**src/engine_port_map.svh**
```systemverilog
// reset values and timing counts of the engine host port
`ifndef ENGINE_PORT_MAP_SVH
`define ENGINE_PORT_MAP_SVH

// clock period of the engine logic, 100 MHz
`define ENG_CLK_PERIOD_NS 10
// internal power-on hold time of the engine
`define ENG_POR_TIME_NS 20000
// least time rounds up to whole cycles
`define ENG_POR_CYCLES ((`ENG_POR_TIME_NS + `ENG_CLK_PERIOD_NS - 1) / `ENG_CLK_PERIOD_NS)
// clocks per serial bit
`define ENG_BAUD_DIV 868
// data bits per serial character
`define ENG_DATA_BITS 8
// words held between the engine and its transmitter
`define ENG_FIFO_DEPTH 4
// idle level of the serial lines in true polarity
`define ENG_LINE_IDLE 1'b1
// reset value of the reset synchroniser, the deasserted level
`define ENG_RESET_IDLE 1'b1

`endif

```
**src/engine_port_pkg.sv**
```systemverilog
// types shared by the engine host port
package engine_port_pkg;
   typedef enum logic [1:0] {ENG_POR, ENG_RUN, ENG_HALT, ENG_OFF} engine_state_e;
   typedef enum logic [1:0] {RX_IDLE, RX_START, RX_DATA, RX_STOP} rx_state_e;
endpackage : engine_port_pkg

```
**src/word_fifo.sv**
```systemverilog
// small flip-flop fifo with valid and ready on both sides
`timescale 1ns/100ps
module word_fifo #(
   parameter int WIDTH = 8,
   parameter int DEPTH = 4
) (
   input  wire logic             clk,
   input  wire logic             reset,
   input  wire logic             flush,
   input  wire logic [WIDTH-1:0] in_data,
   input  wire logic             in_valid,
   output logic                  in_ready,
   output logic [WIDTH-1:0]      out_data,
   output logic                  out_valid,
   input  wire logic             out_ready
);
   localparam int AW = (DEPTH > 1) ? $clog2(DEPTH) : 1;

   if (DEPTH < 2 || (DEPTH & (DEPTH - 1)) != 0) begin : g_bad_depth
      $error("word_fifo depth must be a power of two, at least 2");
   end

   logic [WIDTH-1:0] mem [DEPTH];
   logic [AW-1:0]    wr_ptr;
   logic [AW-1:0]    rd_ptr;
   logic [AW:0]      count;
   logic [AW:0]      next_count;
   wire              push = in_valid && in_ready;
   wire              pop  = out_valid && out_ready;

   // ready is registered so the top port comes from a flop
   assign next_count = count + (AW+1)'(push) - (AW+1)'(pop);
   assign out_valid  = (count != '0);
   assign out_data   = mem[rd_ptr];

   always_ff @(posedge clk) begin
      if (reset || flush) begin
         wr_ptr   <= '0;
         rd_ptr   <= '0;
         count    <= '0;
         in_ready <= 1'b0;
      end else begin
         if (push) begin
            mem[wr_ptr] <= in_data;
            wr_ptr      <= wr_ptr + AW'(1);
         end
         if (pop) begin
            rd_ptr <= rd_ptr + AW'(1);
         end
         count    <= next_count;
         in_ready <= (next_count != (AW+1)'(DEPTH));
      end
   end
endmodule : word_fifo

```
**src/serial_tx.sv**
```systemverilog
// serial transmitter, start bit, data lsb first, one stop bit
`timescale 1ns/100ps
`include "engine_port_map.svh"
module serial_tx #(
   parameter int BAUD_DIV  = 868,
   parameter int DATA_BITS = 8
) (
   input  wire logic                 clk,
   input  wire logic                 reset,
   input  wire logic [DATA_BITS-1:0] data,
   input  wire logic                 valid,
   input  wire logic                 allow,
   output logic                      ready,
   output logic                      start,
   output logic                      line
);
   if (BAUD_DIV < 2 || BAUD_DIV > 65535 || DATA_BITS < 5 || DATA_BITS > 9) begin : g_bad
      $error("serial_tx parameters out of range");
   end

   logic [DATA_BITS+1:0] shift;
   logic [3:0]           bits;
   logic [15:0]          baud;
   logic                 busy;

   // a character starts only between frames, so a stall never cuts one
   assign ready = !busy && allow;
   assign start = valid && ready;

   always_ff @(posedge clk) begin
      if (reset) begin
         shift <= '1;
         bits  <= 4'h0;
         baud  <= 16'h0;
         busy  <= 1'b0;
         line  <= `ENG_LINE_IDLE;
      end else if (start) begin
         shift <= {1'b1, data, 1'b0};
         line  <= 1'b0;
         bits  <= 4'(DATA_BITS + 1);
         baud  <= 16'(BAUD_DIV - 1);
         busy  <= 1'b1;
      end else if (busy) begin
         if (baud != 16'h0) begin
            baud <= baud - 16'h1;
         end else if (bits == 4'h0) begin
            busy <= 1'b0;
         end else begin
            line  <= shift[1];
            shift <= {1'b1, shift[DATA_BITS+1:1]};
            bits  <= bits - 4'h1;
            baud  <= 16'(BAUD_DIV - 1);
         end
      end
   end
endmodule : serial_tx

```
**src/engine_host_port.sv**
```systemverilog
// engine emergency reset and eight-line serial port facing the host
//
// Notes on behaviour
// - low reset input halts engine, stops work
// - release leaves engine off, no detach
// - engine runs own power-on sequence
// - reset input reads deasserted when unconnected
// - port carries all eight serial signals
// - engine sends on txd, receives rxd
// - lines cross: host tx to engine rx
// - engine drives carrier, ready, ring status
// - host terminal-ready input gates engine transmit
// - rts in, cts out flow control
// - true polarity, idle high lines
`timescale 1ns/100ps
`include "engine_port_map.svh"
module engine_host_port #(
   parameter int BAUD_DIV   = `ENG_BAUD_DIV,
   parameter int DATA_BITS  = `ENG_DATA_BITS,
   parameter int FIFO_DEPTH = `ENG_FIFO_DEPTH,
   parameter int POR_CYCLES = `ENG_POR_CYCLES
) (
   input  wire logic                          clk,
   input  wire logic                          reset,
   input  wire logic                          engine_reset_n,
   input  wire logic                          engine_power_toggle_n,
   input  wire logic                          shutdown_command,
   input  wire logic                          rxd,
   input  wire logic                          dtr,
   input  wire logic                          rts,
   output logic                               txd,
   output logic                               dcd,
   output logic                               dsr,
   output logic                               cts,
   output logic                               ring_indicate_out,
   input  wire logic                          carrier_present,
   input  wire logic                          incoming_call,
   input  wire logic [DATA_BITS-1:0]          tx_data,
   input  wire logic                          tx_valid,
   output logic                               tx_ready,
   output logic [DATA_BITS-1:0]               rx_data,
   output logic                               rx_valid,
   output logic                               rx_frame_error,
   input  wire logic                          rx_accept,
   output logic                               terminal_ready,
   output logic                               detach_request,
   output logic                               engine_in_reset,
   output engine_port_pkg::engine_state_e     engine_state
);
   import engine_port_pkg::*;

   if (BAUD_DIV < 4 || BAUD_DIV > 65535 || POR_CYCLES < 1 || POR_CYCLES > 65535) begin : g_bad
      $error("engine_host_port timing parameters out of range");
   end

   engine_state_e    state;
   engine_state_e    next_state;
   logic [15:0]      por_cnt;
   logic             rst_s1;
   logic             rst_s2;
   logic             rst_s3;
   logic             toggle_prev;
   rx_state_e        rx_state;
   logic [15:0]      rx_baud;
   logic [3:0]       rx_bits;
   logic [DATA_BITS-1:0] rx_shift;
   logic [DATA_BITS-1:0] fifo_data;
   logic             fifo_valid;
   logic             fifo_ready;
   logic             tx_start;
   logic             txd_line;

   // reset request needs two consecutive low samples past the synchroniser
   wire rst_req     = !rst_s2 && !rst_s3;
   wire running     = (state == ENG_RUN);
   wire toggle_fell = toggle_prev && !engine_power_toggle_n;
   wire por_done    = (por_cnt == 16'(POR_CYCLES - 1));
   wire off_request = shutdown_command || toggle_fell;
   // transmit waits on host readiness and host flow control
   wire tx_allow    = running && rts && dtr;
   wire tx_abort    = reset || !running;
   wire rx_tick     = (rx_baud == 16'h0);

   // synchroniser presets to the pulled-up level, so an open pin never resets
   always_ff @(posedge clk) begin
      if (reset) begin
         rst_s1 <= `ENG_RESET_IDLE;
         rst_s2 <= `ENG_RESET_IDLE;
         rst_s3 <= `ENG_RESET_IDLE;
         toggle_prev <= 1'b1;
      end else begin
         rst_s1 <= engine_reset_n;
         rst_s2 <= rst_s1;
         rst_s3 <= rst_s2;
         toggle_prev <= engine_power_toggle_n;
      end
   end

   // engine life cycle; reset wins over every other request
   always_comb begin
      next_state = state;
      unique case (state)
         ENG_POR: begin
            if (rst_req) next_state = ENG_HALT;
            else if (por_done) next_state = ENG_RUN;
         end
         ENG_RUN: begin
            if (rst_req) next_state = ENG_HALT;
            else if (off_request) next_state = ENG_OFF;
         end
         ENG_HALT: begin
            if (!rst_req) next_state = ENG_OFF;
         end
         ENG_OFF: begin
            if (rst_req) next_state = ENG_HALT;
            else if (toggle_fell) next_state = ENG_POR;
         end
      endcase
   end

   // power-on sequence is timed internally, host need not touch the pin
   always_ff @(posedge clk) begin
      if (reset) begin
         state   <= ENG_POR;
         por_cnt <= 16'h0;
      end else begin
         state   <= next_state;
         por_cnt <= (state == ENG_POR && !por_done) ? por_cnt + 16'h1 : 16'h0;
      end
   end

   // a clean shutdown detaches; the reset path never does
   always_ff @(posedge clk) begin
      if (reset) begin
         detach_request  <= 1'b0;
         engine_in_reset <= 1'b1;
         engine_state    <= ENG_POR;
      end else begin
         detach_request  <= running && !rst_req && off_request;
         engine_in_reset <= (next_state == ENG_HALT) || (next_state == ENG_POR);
         engine_state    <= next_state;
      end
   end

   // modem status lines, true polarity; all but terminal_ready held low unless running
   always_ff @(posedge clk) begin
      if (reset) begin
         dcd               <= 1'b0;
         dsr               <= 1'b0;
         ring_indicate_out <= 1'b0;
         cts               <= 1'b0;
         terminal_ready    <= 1'b0;
      end else begin
         dcd               <= running && carrier_present;
         dsr               <= running;
         ring_indicate_out <= running && incoming_call;
         cts               <= running && rx_accept;
         terminal_ready    <= dtr;
      end
   end

   // receiver on the host's transmit line, sampled mid-bit
   always_ff @(posedge clk) begin
      if (reset || !running) begin
         rx_state       <= RX_IDLE;
         rx_baud        <= 16'h0;
         rx_bits        <= 4'h0;
         rx_shift       <= '0;
         rx_data        <= '0;
         rx_valid       <= 1'b0;
         rx_frame_error <= 1'b0;
      end else begin
         rx_valid       <= 1'b0;
         rx_frame_error <= 1'b0;
         // bit timer counts down on its own, every state but stop reloads it
         if (!rx_tick) rx_baud <= rx_baud - 16'h1;
         unique case (rx_state)
            RX_IDLE: begin
               if (rxd != `ENG_LINE_IDLE) begin
                  rx_state <= RX_START;
                  rx_baud  <= 16'(BAUD_DIV / 2 - 1);
               end
            end
            RX_START: begin
               if (rx_tick) begin
                  // a glitch shorter than half a bit is dropped here
                  rx_state <= rxd ? RX_IDLE : RX_DATA;
                  rx_baud  <= 16'(BAUD_DIV - 1);
                  rx_bits  <= 4'(DATA_BITS);
               end
            end
            RX_DATA: begin
               if (rx_tick) begin
                  rx_shift <= {rxd, rx_shift[DATA_BITS-1:1]};
                  rx_baud  <= 16'(BAUD_DIV - 1);
                  rx_bits  <= rx_bits - 4'h1;
                  if (rx_bits == 4'h1) rx_state <= RX_STOP;
               end
            end
            RX_STOP: begin
               if (rx_tick) begin
                  rx_state       <= RX_IDLE;
                  rx_data        <= rx_shift;
                  rx_valid       <= rxd;
                  rx_frame_error <= !rxd;
               end
            end
         endcase
      end
   end

   // fifo absorbs bursts while the host holds rts low
   word_fifo #(
      .WIDTH (DATA_BITS),
      .DEPTH (FIFO_DEPTH)
   ) u_tx_fifo (
      .clk       (clk),
      .reset     (reset),
      .flush     (!running),
      .in_data   (tx_data),
      .in_valid  (tx_valid),
      .in_ready  (tx_ready),
      .out_data  (fifo_data),
      .out_valid (fifo_valid),
      .out_ready (fifo_ready)
   );

   // transmitter drives the host's receive line
   serial_tx #(
      .BAUD_DIV  (BAUD_DIV),
      .DATA_BITS (DATA_BITS)
   ) u_tx (
      .clk   (clk),
      .reset (tx_abort),
      .data  (fifo_data),
      .valid (fifo_valid),
      .allow (tx_allow),
      .ready (fifo_ready),
      .start (tx_start),
      .line  (txd_line)
   );

   assign txd = txd_line;
endmodule : engine_host_port

```
**config.mk**
```make
export PLATFORM = sky130hd
export DESIGN_NAME = engine_host_port
export DESIGN_NICKNAME = d
export VERILOG_FILES = /design/src/engine_port_pkg.sv /design/src/word_fifo.sv /design/src/serial_tx.sv /design/src/engine_host_port.sv
export VERILOG_INCLUDE_DIRS = /design/src /design/src/src
export SDC_FILE = /design/constraint.sdc
export NUM_CORES = 1
export LEC_CHECK = 0
export BUFFER_PORTS_ARGS = -buffer_cell sky130_fd_sc_hd__buf_2
export CELL_PAD_IN_SITES_DETAIL_PLACEMENT = 1
export CELL_PAD_IN_SITES_GLOBAL_PLACEMENT = 1
export CORE_ASPECT_RATIO = 1.1
export CORE_UTILIZATION = 47
export CTS_BUF_LIST = sky130_fd_sc_hd__clkbuf_8 sky130_fd_sc_hd__clkbuf_16
export CTS_CLUSTER_SIZE = 20
export DETAILED_ROUTE_END_ITERATION = 8
export GPL_TIMING_DRIVEN = 0
export PLACE_DENSITY_LB_ADDON = 0.25
export SLEW_MARGIN = 20
export SYNTH_ARGS = -nofsm -noshare
export SYNTH_HDL_FRONTEND = slang
export SYNTH_SLANG_ARGS = --single-unit
```
**constraint.sdc**
```tcl
create_clock -name clk -period 3.4 [get_ports clk]
set_input_delay 0.34 -clock clk [delete_from_list [all_inputs] [get_ports clk]]
set_output_delay 0.34 -clock clk [all_outputs]
set_load 0.005 [all_outputs]
```
==> results.yml, run 1 <==
outcome:
  status: "completed"
final_layout:
  antennaDiodeCount: 0
  areaGrowthSynthToFinish_pct: 16.3
  finish.net_count: 700
  drive_gt1_share_pct: 16.7
logic_synthesis:
  yosysSeqAreaShare_pct: 51.8
  synth-seq-cells: 141
  async_flop_share_pct: 0
  synth_nets: 641
  synth_top_area_share_pct: 36.0
  synth_edf_count: 32
  synth_commonest_cells: "109 x dfxtp_1, 56 x nor2_1, 48 x a21oi_1"
  synth_most_common_cell: "dfxtp_1"
  syn-instance-count: 600
  syn_area_per_cell_um2: 10.1
  synth.distinct_cells: 59
  synth_area_leaders: "dfxtp_1 36%, edfxtp_1 16%, ha_1 4.1%"
  synthFlopType: "dfxtp_1"
  yosys.area.top_type: "dfxtp_1"
  ys_warn_count: 0
  synth_area_mm2: 0.00606
sta:
  fin_worst_skew_ns: 0.00676
  fin_tns_setup_ns: 0
  rsz0062_at_grt: "no"
  min_period_ns: 2.98
  slew_headroom_pct: 51.1
  tightest_slew_ns: 0.731
  min_period_over_period_pct: 87.7
  fmax_mhz: 335
  hold_viol_final: 0
  setup_viol_count_final: 0
  finalMaxSlewViolations: 0
  setup_ws_ns: 0.418
route:
  dr.first_iter.drc_count: 136
  dr.pass1.iters: 4
  wire_per_inst_um: 16.9
  ant_nets: 0
  drt_wl_total_um: 14000
  vias: 4580
  drcViolationCount: 0
  routed_via_density: 5.52
pwr:
  power.share.sequential_pct: 47.0
  power.leakage_nw: 2.58
  power_switching_mw: 0.880
  switching_share_pct: 23.9
  vdd_drop_max_v: 0.000380
  combPwrFrac_pct: 2.6
  power_density_mw_per_mm2: 523
  internal_power_mw: 2.80
  clkPwrFrac_pct: 50.4
worst_setup_path:
  crit_family: "adder cells"
  crit_arrival_ns: 3.28
  slowest_delay_ns: 0.43
  worstSetupPathType: "reg2reg"
  worstPathRequired_ns: 3.70
  crit_fanout: 10
  startpoint_type: "flip-flop"
  reg2reg_depth: 11
  worstSetupStartpoint: "engine_state[0]$_SDFF_PP0_"
  endpoint_kind: "flip-flop"
  reg2reg_from: "engine_state[0]$_SDFF_PP0_"
  critPathSlowestCell: "dfxtp_1"
  worstPathCellList: "nand4b_1, or3_1, clkbuf_1, inv_1, clkbuf_1, ha_1, inv_1, ha_1, fa_1, nor3_1, nor2_1"
  path_buf_inv: 4
  cp.depth: 11
clock_tree:
  cts_root_buf: "clkbuf_16"
  postCtsSetupBuffers: 0
  htree_num_levels: 4
  cts_sinks: 141
  cts_hold_buf: 0
  cts_resized: 0
  cts_tree: "yes"
  clk_pin_slew_ns: 0.06
  clock_latency_ns: 0.43
  numCtsBuffers: 17
  clockBufferDepth: 2
placed_design:
  port_buffers: 40
  globalplace.congestion: 0.793
  hpwl_um: 9950
  dpl_worst_slack_ns: 0.408
grt:
  grt_pass1_vias: 4932
  grt_max_degree: 17
  overflow: 0
  grt_usage_pct: 22.9
  antenna_found_initial: 0
  grt_pass1_wl_um: 23500
floorplan:
  die_width_um: 110
  initial_core_util_pct: 48.2
  die_y_um: 121
  core_area_mm2: 0.0126
  die_area_mm2: 0.0134
  ios: 41
  num_rows: 43
worst_hold_path:
  hold_path_startpoint: "engine_reset_n"
  hold_class: "in2reg"
  min_path_cells: 2
flow_run:
  maxCapViolCount: 0
## state kept, by name, summed over array words and instances (netlist names), 3 cells and up, named ones only
signal and count:
rx_data 8, u_tx_fifo.count 3, rx_bits 4, rx_baud 16, u_tx_fifo.mem 32, u_tx.bits 4, u_tx.shift 9, rx_shift 8
u_tx.baud 16, por_cnt 16
## metrics by stage
stage               area, µm²  hold WS (ns)  cells  utilization (%)  total power, mW
CTS                      7050        0.0880    829             56.0             3.71
floorplan                6060         0.389    600                -             1.82
detailed placement       6460         0.400    797             51.3             1.86
global route             7050        0.0954    829             56.0             3.78
finish                   7050         0.102    829             56.0             3.69
global placement         6460         0.399    797             51.3             1.86
## final timing paths
check | endpoint | slack, ns
max | u_tx_fifo.in_ready$_SDFF_PP0_ | 0.42
min reg2reg | rst_s2$_SDFF_PP1_ | 0.43
min | rst_s1$_SDFF_PP1_ | 0.10
max reg2reg | u_tx_fifo.in_ready$_SDFF_PP0_ | 0.42
## routing by layer
metal	GRT usage, %	up-vias	part of all wire [%]
li1	-	2260	-
met1	26.6	2249	43
met2	40.1	46	53
met3	5.26	25	2.2
met4	9.21	0	1.9
met5	0	-	0
## worst register-to-register path, delay by kind of cell (launching register included)
family        cells  cell delay, ns
fa+ha+maj         3            0.89
flops             1            0.43
simple gates      4            0.80
buf+inv           4            0.73
## layout make-up
type	instances	area [µm²]
repair buffers	40	200
clock inverters	15	165
well taps	157	196
flip-flops and latches	141	3140
plain buffers	26	129
fillers	1407	5540
clock buffers	17	425
multi-input cells	404	2680
inverters	29	109
## kinds of logic after synthesis
| kind of cell | count (synthesis) | share of synthesized area (%) |
|---|---|---|
| AND/OR/NAND/NOR | 227 | 19.9 |
| flip-flops | 141 | 51.8 |
| AO/OA/AOI/OAI | 102 | 10.1 |
| buffers and inverters | 55 | 3.92 |
| XOR/XNOR | 35 | 5.05 |
| adder cells (fa/ha/maj) | 21 | 4.46 |
| multiplexers | 19 | 4.79 |
## cells in the final DEF, fill, tap and decap left out, types with 3 or more instances in the layout
cell type	count
xnor2_1	23
nor4_1	9
mux4_2	8
inv_1	29
o41ai_1	4
nor2b_1	5
clkbuf_1	17
nand4_1	5
and2_1	7
buf_2	44
a211oi_1	6
o31ai_1	7
or2_2	6
a21oi_1	48
o21ai_0	22
nor3_1	21
or4_1	7
buf_4	3
xor2_1	12
inv_8	5
clkinv_4	4
nand2_1	41
nor2_1	56
nand4b_1	3
inv_6	5
nand3_1	31
or3_1	7
mux2i_1	11
ha_1	20
clkbuf_16	17
dfxtp_1	109
edfxtp_1	32
and3_1	9
## power groups by stage
stage          Clock, mW  Combinational, mW  Sequential [mW]
2_1_floorplan          0             0.0569             1.77
3_3_place_gp           0             0.0908             1.77
3_5_place_dp           0             0.0960             1.77
4_1_cts             1.89             0.0979             1.73
5_1_grt             1.94              0.108             1.73
6_report            1.86             0.0967             1.73
Note: power is estimated with default switching activity, not from simulation.
==> run 2: changes to the inputs <==
--- a/config.mk
+++ b/config.mk
@@ -7,10 +7,11 @@
 export NUM_CORES = 1
 export LEC_CHECK = 0
 export BUFFER_PORTS_ARGS = -buffer_cell sky130_fd_sc_hd__buf_2
+export CAP_MARGIN = 20
 export CELL_PAD_IN_SITES_DETAIL_PLACEMENT = 1
 export CELL_PAD_IN_SITES_GLOBAL_PLACEMENT = 1
 export CORE_ASPECT_RATIO = 1.1
-export CORE_UTILIZATION = 47
+export CORE_UTILIZATION = 43
 export CTS_BUF_LIST = sky130_fd_sc_hd__clkbuf_8 sky130_fd_sc_hd__clkbuf_16
 export CTS_CLUSTER_SIZE = 20
 export DETAILED_ROUTE_END_ITERATION = 8
==> constraint.sdc (replaced) <==
create_clock -name clk -period 2.6 [get_ports clk]
set_input_delay 0.26 -clock clk [delete_from_list [all_inputs] [get_ports clk]]
set_output_delay 0.26 -clock clk [all_outputs]
set_load 0.005 [all_outputs]
==> results.yml, run 2 (synthesized netlist as in run 1, its figures left out) <==
outcome:
  status: "completed"
worst_setup_path:
  startpoint_type: "flip-flop"
  reg2reg_from: "rx_baud[0]$_SDFF_PP0_"
  crit_fanout: 7
  endpoint_kind: "flip-flop"
  reg2reg_depth: 10
  critPathMostFrequentCell: "ha_1"
  worstSetupPathType: "reg2reg"
  r2r_end: "rx_baud[0]$_SDFF_PP0_"
  worstPathCellList: "inv_1, ha_1, or3b_2, nor4_4, inv_2, ha_1, nand2b_1, a21oi_1, nor2_1, a211oi_1"
  ff2ff_setup_slack_ns: 0.22
  slowest_delay_ns: 0.49
  critPathSlowestCell: "or3b_2"
  worstPathRequired_ns: 2.94
  crit_arrival_ns: 2.72
final_layout:
  multi_input_area_mm2: 0.00269
  largest_register_ffs: 32
  drive_gt1_share_pct: 17.0
  final_common_cell: "dfxtp_1"
  final_util_pct: 51.1
  fillers: 1546
  finalNonFillerCells: 858
  antennaDiodeCount: 0
  top_register: "u_tx_fifo.mem"
  fin_area_mm2: 0.00706
  areaGrowthSynthToFinish_pct: 16.3
  finish.net_count: 699
  final_cell_mix: "109 x dfxtp_1, 56 x nor2_1, 48 x a21oi_1"
  register_area_mm2: 0.00314
grt:
  grt_usage_pct: 20.7
  antenna_found_initial: 0
  grt_util_met2_pct: 36.5
  overflow: 0
  grt_util_met3_pct: 4.92
  grt_pass1_wl_um: 23200
  grt_max_degree: 17
  use_met1_pct: 23.9
  grt_pass1_vias: 4770
  grt_busiest_layer: "met2"
sta:
  min_period_over_period_pct: 91.5
  hold_viol_final: 0
  min_period_ns: 2.38
  finalMaxSlewViolations: 0
  fin_worst_skew_ns: 0.00695
  setup_viol_count_final: 0
  setup_ws_ns: 0.220
  fmax_mhz: 420
  rsz0062_at_grt: "no"
  tightest_slew_ns: 0.719
  slew_headroom_pct: 51.9
floorplan:
  ios: 41
  num_rows: 45
  die_area_mm2: 0.0146
  die_y_um: 127
  die_width_um: 115
  initial_core_util_pct: 44.0
  core_area_mm2: 0.0138
flow_run:
  maxCapViolCount: 0
worst_hold_path:
  hold_end: "rst_s1$_SDFF_PP1_"
  hold_path_startpoint: "engine_reset_n"
  hold_class: "in2reg"
  min_path_cells: 2
clock_tree:
  cts_root_buf: "clkbuf_16"
  cts_sinks: 141
  cts_hold_buf: 0
  numCtsBuffers: 17
  clockBufferDepth: 2
  htree_num_levels: 4
  cts_tree: "yes"
  clk_pin_slew_ns: 0.06
  clock_latency_ns: 0.42
placed_design:
  dpl_cell_area_mm2: 0.00650
  hpwl_um: 9780
  globalplace.congestion: 0.796
  dp_cells: 828
  dpl_worst_slack_ns: -0.389
  port_buffers: 40
route:
  drcViolationCount: 0
  dr.pass1.iters: 4
  ant_nets: 0
  vias: 4600
  dr.first_iter.drc_count: 149
  wire_per_inst_um: 16.1
  drt_wl_total_um: 13800
  routed_via_density: 5.36
pwr:
  power.leakage_nw: 2.54
  vdd_drop_max_v: 0.000613
  power_density_mw_per_mm2: 659
run 2: changes by cell type in the layout (fill, tap and decap cells not counted), sizes merged:
| cell | change |
|---|---|
| buf | +1 |
| inv | -7 |
| clkbuf | -2 |
| clkinvlp | +6 |
run 2: per-stage QoR:
stage          setup TNS, ns  hold WS (ns)  total power, mW
6_report                   0        0.0214             4.65
5_1_grt                    0        0.0290             4.79
4_1_cts                    0        0.0155             4.69
3_5_place_dp          -0.943         0.413             2.44
3_3_place_gp          -0.751         0.399             2.43
2_1_floorplan              0         0.332             2.38
run 2: metal layers:
layer / wire [µm] / share of wire [%] / vias up
met5: 0 / 0 / -
met4: 285 / 2.1 / 0
li1: - / - / 2253
met2: 7300 / 53 / 52
met1: 5870 / 42 / 2272
met3: 367 / 2.7 / 23
run 2: final cells by class:
type	instances	share of cell area (%)
sequential	141	44.5
multi-input combinational	404	38.1
clock buffer	17	6.03
tap	188	3.33
timing repair buffer	41	2.94
clock inverter	14	1.74
buffer	24	1.72
inverter	29	1.58
run 2: report_power, final:
group	total [mW]	internal [mW]	leakage (nW)	switching, mW
Sequential	2.26	2.25	1.17	0.0117
Clock	2.26	1.31	0.255	0.951
Combinational	0.125	0.0483	1.12	0.0771
run 2: worst max path at each step:
| stage | to | depth (start not counted) | start | slack [ns] |
|---|---|---|---|---|
| 6_report | rx_baud[0]$_SDFF_PP0_ | 10 | rx_baud[0]$_SDFF_PP0_ | 0.22 |
| 5_1_grt | rx_baud[0]$_SDFF_PP0_ | 10 | rx_baud[0]$_SDFF_PP0_ | 0.02 |
| 4_1_cts | u_tx_fifo.in_ready$_SDFF_PP0_ | 10 | engine_state[0]$_SDFF_PP0_ | 0.07 |
| 3_5_place_dp | u_tx_fifo.in_ready$_SDFF_PP0_ | 11 | engine_state[0]$_SDFF_PP0_ | -0.39 |
| 3_3_place_gp | u_tx_fifo.in_ready$_SDFF_PP0_ | 11 | engine_state[0]$_SDFF_PP0_ | -0.34 |
| 2_1_floorplan | u_tx_fifo.in_ready$_SDFF_PP0_ | 11 | engine_state[1]$_SDFF_PP0_ | 0.08 |
run 2: critical path, delay by kind of cell (launching register included):
family          cells  cell delay [ns]
fa+ha+maj           2             0.37
flops               1             0.32
compound gates      2             0.34
simple gates        4             1.04
buf+inv             2             0.23
run 2: timing repair:
| item | 4_1_cts | 5_1_grt |
|---|---|---|
| gates resized for setup | 2 | 2 |
| endpoints found under the setup margin | 3 | 5 |
| buffers inserted | 1 | 0 |
| hold endpoints to repair | 0 | 0 |
==> run 3: changes to the inputs <==
--- a/config.mk
+++ b/config.mk
@@ -6,12 +6,11 @@
 export SDC_FILE = /design/constraint.sdc
 export NUM_CORES = 1
 export LEC_CHECK = 0
+export ABC_CLOCK_PERIOD_IN_PS = 2600
 export BUFFER_PORTS_ARGS = -buffer_cell sky130_fd_sc_hd__buf_2
 export CAP_MARGIN = 20
-export CELL_PAD_IN_SITES_DETAIL_PLACEMENT = 1
-export CELL_PAD_IN_SITES_GLOBAL_PLACEMENT = 1
 export CORE_ASPECT_RATIO = 1.1
-export CORE_UTILIZATION = 43
+export CORE_UTILIZATION = 54
 export CTS_BUF_LIST = sky130_fd_sc_hd__clkbuf_8 sky130_fd_sc_hd__clkbuf_16
 export CTS_CLUSTER_SIZE = 20
 export DETAILED_ROUTE_END_ITERATION = 8
==> results.yml, run 3 (synthesized netlist as in run 1, its figures left out) <==
outcome:
  status: "completed"
clock_tree:
  cts_hold_buf: 0
  cts_root_buf: "clkbuf_16"
  numCtsBuffers: 17
  cts_sinks: 141
  cts_tree: "yes"
  clockBufferDepth: 2
  clk_pin_slew_ns: 0.06
  clock_latency_ns: 0.42
  htree_num_levels: 4
sta:
  finalMaxSlewViolations: 0
  setup_viol_count_final: 0
  rsz0062_at_grt: "no"
  fin_worst_skew_ns: 0.00831
  min_period_over_period_pct: 92.8
  fmax_mhz: 414
  fin_tns_setup_ns: 0
  slew_headroom_pct: 55.2
  hold_viol_final: 0
  min_period_ns: 2.41
  fin_hold_ws_ns: 0.0213
  tightest_slew_ns: 0.672
route:
  drt_wl_total_um: 12000
  dr.pass1.iters: 5
  vias: 4531
  dr.first_iter.drc_count: 171
  drcViolationCount: 0
  wire_per_inst_um: 14.6
  ant_nets: 0
  routed_via_density: 5.54
final_layout:
  final_common_cell: "dfxtp_1"
  fillers: 957
  final_cell_mix: "108 x dfxtp_1, 56 x nor2_1, 48 x a21oi_1"
  multi_input_area_mm2: 0.00268
  register_area_mm2: 0.00314
  areaGrowthSynthToFinish_pct: 16.2
  top_register: "u_tx_fifo.mem"
  finalNonFillerCells: 818
  antennaDiodeCount: 0
  fin_area_mm2: 0.00705
  largest_register_ffs: 32
  finish.net_count: 699
  drive_gt1_share_pct: 17.3
worst_setup_path:
  endpoint_kind: "flip-flop"
  crit_fanout: 7
  crit_arrival_ns: 2.70
  worstSetupPathType: "reg2reg"
  worstPathRequired_ns: 2.89
  startpoint_type: "flip-flop"
placed_design:
  globalplace.congestion: 0.849
  hpwl_um: 8460
  dpl_cell_area_mm2: 0.00645
  dp_cells: 787
  port_buffers: 40
floorplan:
  num_rows: 40
  core_area_mm2: 0.0109
  die_y_um: 113
  initial_core_util_pct: 55.6
  ios: 41
  die_width_um: 103
  die_area_mm2: 0.0117
grt:
  antenna_found_initial: 0
  overflow: 0
  grt_usage_pct: 22.4
  grt_pass1_wl_um: 19900
  grt_max_degree: 17
  grt_pass1_vias: 4419
pwr:
  power.leakage_nw: 2.57
  finalPower_mw: 4.82
  vdd_drop_max_v: 0.000591
  power_density_mw_per_mm2: 684
worst_hold_path:
  hold_class: "in2reg"
flow_run:
  maxCapViolCount: 0
-- run 3: area by class of cell --
cell class	instances	share of cell area, %
repair buffers	41	2.95
well taps	147	2.61
clock inverters	15	2.45
plain buffers	24	1.72
multi-input cells	404	38.1
clock buffers	17	6.04
inverters	29	1.54
flip-flops and latches	141	44.6
-- run 3: path summary, 6_finish.rpt --
kind	slack [ns]	to	cells past startpoint	startpoint
max	0.19	u_tx_fifo.in_ready$_SDFF_PP0_	9	engine_state[1]$_SDFF_PP0_
min reg2reg	0.45	rst_s2$_SDFF_PP1_	1	rst_s1$_SDFF_PP1_
min	0.02	rst_s1$_SDFF_PP1_	2	engine_reset_n
max reg2reg	0.19	u_tx_fifo.in_ready$_SDFF_PP0_	9	engine_state[1]$_SDFF_PP0_
-- run 3: layer usage --
layer | track usage, % | up-vias | routed length (µm)
li1 | - | 2261 | -
met1 | 25.7 | 2194 | 5140
met2 | 38.8 | 57 | 6310
met3 | 6.18 | 19 | 336
met4 | 9.39 | 0 | 192
met5 | 0 | - | 0
-- run 3: power by group --
part,internal (mW),switching [mW]
combinational,0.0482,0.0725
sequential,2.25,0.0117
clock,1.50,0.933
-- run 3: timing repair --
item                                    in CTS  in global routing
buffers inserted                             1                  0
endpoints found under the hold margin        0                  0
endpoints found under the setup margin       3                  2
resized for setup                            1                  2
-- run 3: stage by stage --
stage	worst slack [ns]	utilization (%)
floorplan	0.0814	-
global placement	-0.284	59.1
detailed placement	-0.337	59.1
CTS	0.110	64.6
global route	0.00822	64.6
finish	0.186	64.6
-- run 3: critical path, stage by stage (launching register included) --
cell	delay, ns
dfxtp_1	0.34
nand4b_1	0.23
or3_1	0.50
inv_2	0.11
ha_1	0.23
inv_1	0.06
ha_1	0.15
fa_1	0.43
nor3_1	0.19
nor2_1	0.05
